==> src/hw/bpmsi_regs.vh <==
// Purpose: Offsets, field positions, reset values for the power management
//          and slot identification register bank.
// Assumes: 32-bit Wishbone, byte addresses equal configuration offsets.
// Notes:   Definitions only.
`ifndef BPMSI_REGS_VH
`define BPMSI_REGS_VH

`define BPMSI_OFF_PMCS      8'h94
`define BPMSI_OFF_RSVD0     8'h98
`define BPMSI_OFF_RSVD1     8'h9C
`define BPMSI_OFF_SLOT      8'hA0
`define BPMSI_OFF_IRQ_STAT  8'hC0
`define BPMSI_OFF_IRQ_MASK  8'hC4
`define BPMSI_OFF_SLOT_EN   8'hC8

`define BPMSI_PS_D0         2'h0
`define BPMSI_PS_D3         2'h3
`define BPMSI_BIT_PME_EN    8
`define BPMSI_BIT_PME_STAT  15
`define BPMSI_SLOT_CAP_ID   8'h04
`define BPMSI_SLOT_NEXT     8'hB0

`define BPMSI_IRQ_PME       0
`define BPMSI_IRQ_DRESET    1
`define BPMSI_IRQ_W         2

`endif

==> src/hw/bpmsi_top.v <==
// Purpose: Power management control/status, bridge support extension and
//          slot identification registers reached over classic Wishbone.
// Assumes: Single 125 MHz clock, synchronous active-high reset.
// Notes:   Single-cycle ack, one cycle after the request is seen.
//
// Summary of operation
// - Two-bit power state at 1:0, resets D0
// - Writes of codes 01 or 10 are discarded
// - D3 to D0 write pulses internal device reset
// - Bit 8 enables power event output, cleared by reset
// - Bit 15 event status, write one clears
// - Data select, scale, data byte read zero
// - Bit 22 reads zero
// - Bit 23 reads zero
// - Slot slot_cap_identifier 04h, enabled by EEPROM
// - Slot capability next pointer reads B0h
// - Slot number, first flag, chassis writable
// - Offsets 98h to 9Ch read zero, ignore writes
`timescale 1ns/100ps
`default_nettype none
`include "bpmsi_regs.vh"

module bpmsi_top (
  input  wire        clk,
  input  wire        rst,
  input  wire        wb_cyc_i,
  input  wire        wb_stb_i,
  input  wire        wb_we_i,
  input  wire [7:0]  wb_adr_i,
  input  wire [3:0]  wb_sel_i,
  input  wire [31:0] wb_dat_i,
  output reg  [31:0] wb_dat_o,
  output reg         wb_ack_o,
  input  wire        pme_event_i,
  input  wire        eeprom_slot_en_i,
  input  wire        eeprom_load_i,
  output reg         power_event_out_n,
  output reg         dev_reset_o,
  output reg         irq_o,
  output reg  [1:0]  power_state_o
);

  reg [1:0]             pstate_r;
  reg                   pme_en_r;
  reg                   pme_stat_r;
  reg [4:0]             slot_num_r;
  reg                   first_r;
  reg [7:0]             chassis_r;
  reg                   slot_en_r;
  reg [`BPMSI_IRQ_W-1:0] irq_stat_r;
  reg [`BPMSI_IRQ_W-1:0] irq_mask_r;
  reg [31:0]            rd_nxt;

  wire req   = wb_cyc_i & wb_stb_i & ~wb_ack_o;
  wire wr    = req & wb_we_i;
  wire wr_pm = wr & (wb_adr_i == `BPMSI_OFF_PMCS);
  wire wr_sl = wr & (wb_adr_i == `BPMSI_OFF_SLOT);
  wire wr_is = wr & (wb_adr_i == `BPMSI_OFF_IRQ_STAT);
  wire wr_im = wr & (wb_adr_i == `BPMSI_OFF_IRQ_MASK);
  wire wr_se = wr & (wb_adr_i == `BPMSI_OFF_SLOT_EN);
  wire [1:0] ps_wr = wb_dat_i[1:0];
  // Only 00 and 11 are legal; the other codes leave the state alone
  wire ps_ok  = (ps_wr == `BPMSI_PS_D0) | (ps_wr == `BPMSI_PS_D3);
  wire ps_upd = wr_pm & wb_sel_i[0] & ps_ok;
  wire d3_to_d0 = ps_upd & (pstate_r == `BPMSI_PS_D3) & (ps_wr == `BPMSI_PS_D0);
  wire [`BPMSI_IRQ_W-1:0] irq_ev = {d3_to_d0, pme_event_i & ~pme_stat_r};

  // Read mux; unmapped and reserved words read zero
  always @* begin
    rd_nxt = 32'h00000000;
    case (wb_adr_i)
      `BPMSI_OFF_PMCS: begin
        rd_nxt[1:0]                = pstate_r;
        rd_nxt[`BPMSI_BIT_PME_EN]  = pme_en_r;
        rd_nxt[`BPMSI_BIT_PME_STAT] = pme_stat_r;
        // Bits 7:2, 14:9, 31:16 stay zero
      end
      `BPMSI_OFF_RSVD0: rd_nxt = 32'h00000000;
      `BPMSI_OFF_RSVD1: rd_nxt = 32'h00000000;
      `BPMSI_OFF_SLOT: begin
        // Hidden capability reads zero until enabled by EEPROM load or a write to C8h
        if (slot_en_r) begin
          rd_nxt[7:0]   = `BPMSI_SLOT_CAP_ID;
          rd_nxt[15:8]  = `BPMSI_SLOT_NEXT;
          rd_nxt[20:16] = slot_num_r;
          rd_nxt[21]    = first_r;
          rd_nxt[31:24] = chassis_r;
        end
      end
      `BPMSI_OFF_IRQ_STAT: rd_nxt[`BPMSI_IRQ_W-1:0] = irq_stat_r;
      `BPMSI_OFF_IRQ_MASK: rd_nxt[`BPMSI_IRQ_W-1:0] = irq_mask_r;
      `BPMSI_OFF_SLOT_EN:  rd_nxt[0] = slot_en_r;
      default: rd_nxt = 32'h00000000;
    endcase
  end

  // Bus answer: ack one cycle after the request, dropped the next cycle
  always @(posedge clk) begin
    if (rst) begin
      wb_ack_o <= 1'b0;
      wb_dat_o <= 32'h00000000;
    end else begin
      wb_ack_o <= req;
      wb_dat_o <= req ? rd_nxt : 32'h00000000;
    end
  end

  // Power management word; byte enables gate each lane
  always @(posedge clk) begin
    if (rst) begin
      pstate_r    <= `BPMSI_PS_D0;
      pme_en_r    <= 1'b0;
      pme_stat_r  <= 1'b0;
      dev_reset_o <= 1'b0;
    end else begin
      if (ps_upd)
        pstate_r <= ps_wr;
      // Reset pulse only; the conventional-bus reset is not touched
      dev_reset_o <= d3_to_d0;
      if (wr_pm & wb_sel_i[1])
        pme_en_r <= wb_dat_i[`BPMSI_BIT_PME_EN];
      // Set wins over a same-cycle clear so no event is lost
      if (pme_event_i)
        pme_stat_r <= 1'b1;
      else if (wr_pm & wb_sel_i[1] & wb_dat_i[`BPMSI_BIT_PME_STAT])
        pme_stat_r <= 1'b0;
    end
  end

  // Slot identification storage and its enable
  always @(posedge clk) begin
    if (rst) begin
      slot_num_r <= 5'h00;
      first_r    <= 1'b0;
      chassis_r  <= 8'h00;
      slot_en_r  <= 1'b0;
    end else begin
      if (eeprom_load_i)
        slot_en_r <= eeprom_slot_en_i;
      else if (wr_se & wb_sel_i[0])
        slot_en_r <= wb_dat_i[0];
      if (wr_sl & slot_en_r & wb_sel_i[2]) begin
        slot_num_r <= wb_dat_i[20:16];
        first_r    <= wb_dat_i[21];
      end
      if (wr_sl & slot_en_r & wb_sel_i[3])
        chassis_r <= wb_dat_i[31:24];
    end
  end

  // Interrupt status, write-one-to-clear, set wins over clear
  always @(posedge clk) begin
    if (rst) begin
      irq_stat_r <= {`BPMSI_IRQ_W{1'b0}};
      irq_mask_r <= {`BPMSI_IRQ_W{1'b0}};
      irq_o      <= 1'b0;
    end else begin
      irq_stat_r <= irq_ev |
        (irq_stat_r & ~((wr_is & wb_sel_i[0]) ? wb_dat_i[`BPMSI_IRQ_W-1:0]
                                               : {`BPMSI_IRQ_W{1'b0}}));
      if (wr_im & wb_sel_i[0])
        irq_mask_r <= wb_dat_i[`BPMSI_IRQ_W-1:0];
      irq_o <= |(irq_stat_r & irq_mask_r);
    end
  end

  // Event pin low while status is set and enabled
  always @(posedge clk) begin
    if (rst) begin
      power_event_out_n <= 1'b1;
      power_state_o     <= `BPMSI_PS_D0;
    end else begin
      power_event_out_n <= ~(pme_en_r & pme_stat_r);
      power_state_o     <= pstate_r;
    end
  end

endmodule // bpmsi_top
`default_nettype wire

==> config.mk <==
export PLATFORM = sky130hd
export DESIGN_NAME = bpmsi_top
export DESIGN_NICKNAME = d
export VERILOG_FILES = /design/src/hw/bpmsi_top.v
export VERILOG_INCLUDE_DIRS = /design/src /design/src/hw
export SDC_FILE = /design/constraint.sdc
export NUM_CORES = 1
export LEC_CHECK = 0
export BUFFER_PORTS_ARGS = -buffer_cell sky130_fd_sc_hd__buf_2
export CAP_MARGIN = 20
export CORE_ASPECT_RATIO = 1.25
export CORE_UTILIZATION = 49
export DETAILED_ROUTE_END_ITERATION = 7
export GPL_ROUTABILITY_DRIVEN = 0
export PLACE_DENSITY = 0.84
export SLEW_MARGIN = 0
export SYNTH_ARGS = -nofsm -noshare
export SYNTH_HDL_FRONTEND = slang
export SYNTH_SLANG_ARGS = --single-unit
==> constraint.sdc <==
create_clock -name clk -period 3.15 [get_ports clk]
set_input_delay 0 -clock clk [delete_from_list [all_inputs] [get_ports clk]]
set_output_delay 0 -clock clk [all_outputs]
set_load 0.02 [all_outputs]
==> flow_metrics.env <==
export IMPL_seq_area_um2=961
export IMPL_drv_cap=0
export IMPL_drtIter0Drc=53
export IMPL_wirelength_mm=3.81
export IMPL_fillers=279
export IMPL_violations="design-rule violations"
export IMPL_ys_types=36
export IMPL_rows=24
export IMPL_layout_commonest_cell="buf_2"
export IMPL_dp_cells=276
export IMPL_cp_top_family="buffers and inverters"
export IMPL_areaGrowthSynthToFinish_pct=32.3
export IMPL_hold_path_depth=3
export IMPL_postPlaceCellArea_um2=2150
export IMPL_path_cells="and4b_1 -> nand4_1 -> mux2i_1 -> a211oi_1 -> dlygate4sd3_1"
export IMPL_antenna_found_initial=0
export IMPL_yosys_area_top_type="dfxtp_1"
export IMPL_hold_viol_final=0
export IMPL_grtUsageTotal_pct=20.5
export IMPL_cp_required_ps=3400
export IMPL_synthFlopType="dfxtp_1"
export IMPL_worstReg2RegEnd="slot_en_r"
export IMPL_syn_area_um2=1850
export IMPL_routedWlPerCell_um=12.5
export IMPL_clk_latency_ps=300
export IMPL_r2r_setup_slack_ps=1280
export IMPL_ioPinCount=90
export IMPL_skew_ps=3.30
export IMPL_syn_inst=179
export IMPL_min_period_ps=1870
export IMPL_start_kind="flop"
export IMPL_path_max_fanout=5
export IMPL_ys_ff_latch=48
export IMPL_hold_class="input port to flop"
export IMPL_worstReg2RegStart="wb_ack_o"
export IMPL_period_share_pct=59.2
export IMPL_critPathCaptureType="flop"
export IMPL_yosysWarnings=0
export IMPL_grt_ovfl_total=0
export IMPL_fmaxAchievable_mhz=536
export IMPL_cts_made_buffers=5
export IMPL_grt_pass1_vias=1487
export IMPL_seq_area_frac_synth_pct=52.0
export IMPL_holdPathEnd="wb_ack_o"
export IMPL_grt_pass1_wl_mm=6.26
export IMPL_viasPerCell=5.07
export IMPL_vias=1540
export IMPL_layout_common_cells="64 x buf_2, 48 x dfxtp_1, 20 x nor2_1, 20 x dlygate4sd3_1, 18 x mux2i_1"
export IMPL_crit_buf_inv=1
export IMPL_cp_slowest_cell="dlygate4sd3_1"
export IMPL_die_w_um=56.9
export IMPL_diodes=0
export IMPL_max_slew_margin_pct=42.5
export IMPL_initial_utilization_pct=52.2
export IMPL_core_area_um2=3540
export IMPL_worstMarginPinSlew_ps=851
export IMPL_root_buffer="clkbuf_8"
export IMPL_peakVddDrop_mv=0.326
export IMPL_final_setup_tns_ps=0
export IMPL_final_cells=304
export IMPL_rsz0062_at_grt="false"
export IMPL_cp_arrival_ps=2110
export IMPL_port_buffers=64
export IMPL_async_flop_share_pct=0
export IMPL_worstSetupPathType="flop to flop"
export IMPL_crit_path_max_incr_delay_ps=570
export IMPL_ctsLongestPathBuffers=2
export IMPL_p_leak_uw=0.00112
export IMPL_finalMaxSlewViolations=0
export IMPL_setup_violations=0
export IMPL_clock_sinks=48
export IMPL_synth_area_leaders="dfxtp_1 52%, mux2i_1 9.7%, and2_1 5.8%"
export IMPL_powerDensity_nw_per_um2=442
export IMPL_reg2reg_depth=5
export IMPL_firstDrtPassIters=6
export IMPL_grt_max_degree=25
export IMPL_clk_pin_slew_worst_paths_ps=80
export IMPL_final_antenna_net_count=0
export IMPL_layout_drive_gt1_share_pct=29.4
export IMPL_dieArea_um2=4030
export IMPL_synth_edf_count=0
export IMPL_cts_htree_levels=2
export IMPL_min_delay_start="wb_stb_i"
export IMPL_dpl_hpwl_mm=2.64
export IMPL_num_nets_final=317
export IMPL_cts_tree="done"
export IMPL_synth_top_area_share_pct=52.0
export IMPL_dieHeight_um=70.7
export IMPL_drc=14
export IMPL_synth_area_per_cell_um2=10.3
export IMPL_outcome="complete, but fails checks"
export IMPL_multi_input_area_um2=790
export IMPL_fin_area_um2=2450
-- synthesized netlist by cell type, types with 2 or more instances --
master and count:
nor4b_1 2, nor2_1 20, nand2_1 7, o21ai_0 3, nor4_4 2, mux2i_1 18, dfxtp_1 48, nor4bb_1 2
nand4_1 3, a22oi_1 3, nand3_1 4, nor2b_1 2, o31ai_1 2, and2_1 17, and4b_1 2, o311ai_0 2
nand3b_1 3, clkbuf_1 2, inv_1 6, buf_4 13, nor3_1 3
-- worst register-to-register path: cells and delay by family, from the launching register on --
family / cells / cell delay, ps
compound gates: 1 / 220
buf+inv: 1 / 570
flops: 1 / 330
mux: 1 / 170
simple gates: 2 / 530
-- where the power goes --
part / switching (uW) / internal (uW)
combinational: 46.2 / 43.5
clock: 200 / 179
sequential: 3.28 / 610
total: 249 / 833
-- kinds of logic after synthesis --
kind of cell    synth area share, %
fa+ha+maj                     0.676
other cells                   0.203
buf+inv                        7.37
simple gates                   23.3
flops                          52.0
compound gates                 6.09
mux                            10.4
-- sequential cells by signal, indices dropped and copies added, names as in the netlist --
name,cells
chassis_r,8
dev_reset_o,1
first_r,1
irq_mask_r,2
irq_o,1
irq_stat_r,2
pme_en_r,1
pme_stat_r,1
power_event_out_n,1
power_state_o,2
pstate_r,2
slot_en_r,1
slot_num_r,5
wb_ack_o,1
wb_dat_o,19
-- through the flow --
stage               power (uW)  utilization (%)  hold slack [ps]  setup WS [ps]
detailed placement         697             60.7              243           1160
global route              1120             69.0             26.8           1090
floorplan                  672                -             83.3           1440
finish                    1080             69.0             13.7           1280
CTS                       1090             69.0            0.569           1290
global placement           696             60.7              231           1200
-- metal layers --
metal | track usage [%] | wire (um)
met4 | 10.8 | 103
met2 | 35.3 | 1840
met1 | 22.4 | 1560
met5 | 0 | 0
met3 | 6.03 | 315
-- area by class of cell --
cell class	count	area share, %
clock buffer	6	3.38
clock inverter	2	0.563
inverter	6	0.921
multi-input combinational	118	32.3
sequential	48	39.3
tap	39	1.99
timing repair buffer	85	21.6
-- what timing repair did --
action | in CTS | in global routing
hold endpoints to repair | 21 | 0
buffers inserted | 0 | 0
resized for setup | 0 | 0
hold buffers | 20 | 0
-- worst max path at each step --
stage / from / to / slack, ps / cells past startpoint
2_1_floorplan: wb_ack_o / chassis_r[0] / 1440 / 4
3_3_place_gp: wb_adr_i[1] / chassis_r[3] / 1200 / 5
3_5_place_dp: wb_adr_i[1] / chassis_r[7] / 1160 / 5
4_1_cts: wb_ack_o / chassis_r[4] / 1290 / 4
5_1_grt: wb_adr_i[6] / slot_en_r / 1090 / 6
6_report: wb_ack_o / slot_en_r / 1280 / 5
(Power assumes the default switching activity.)
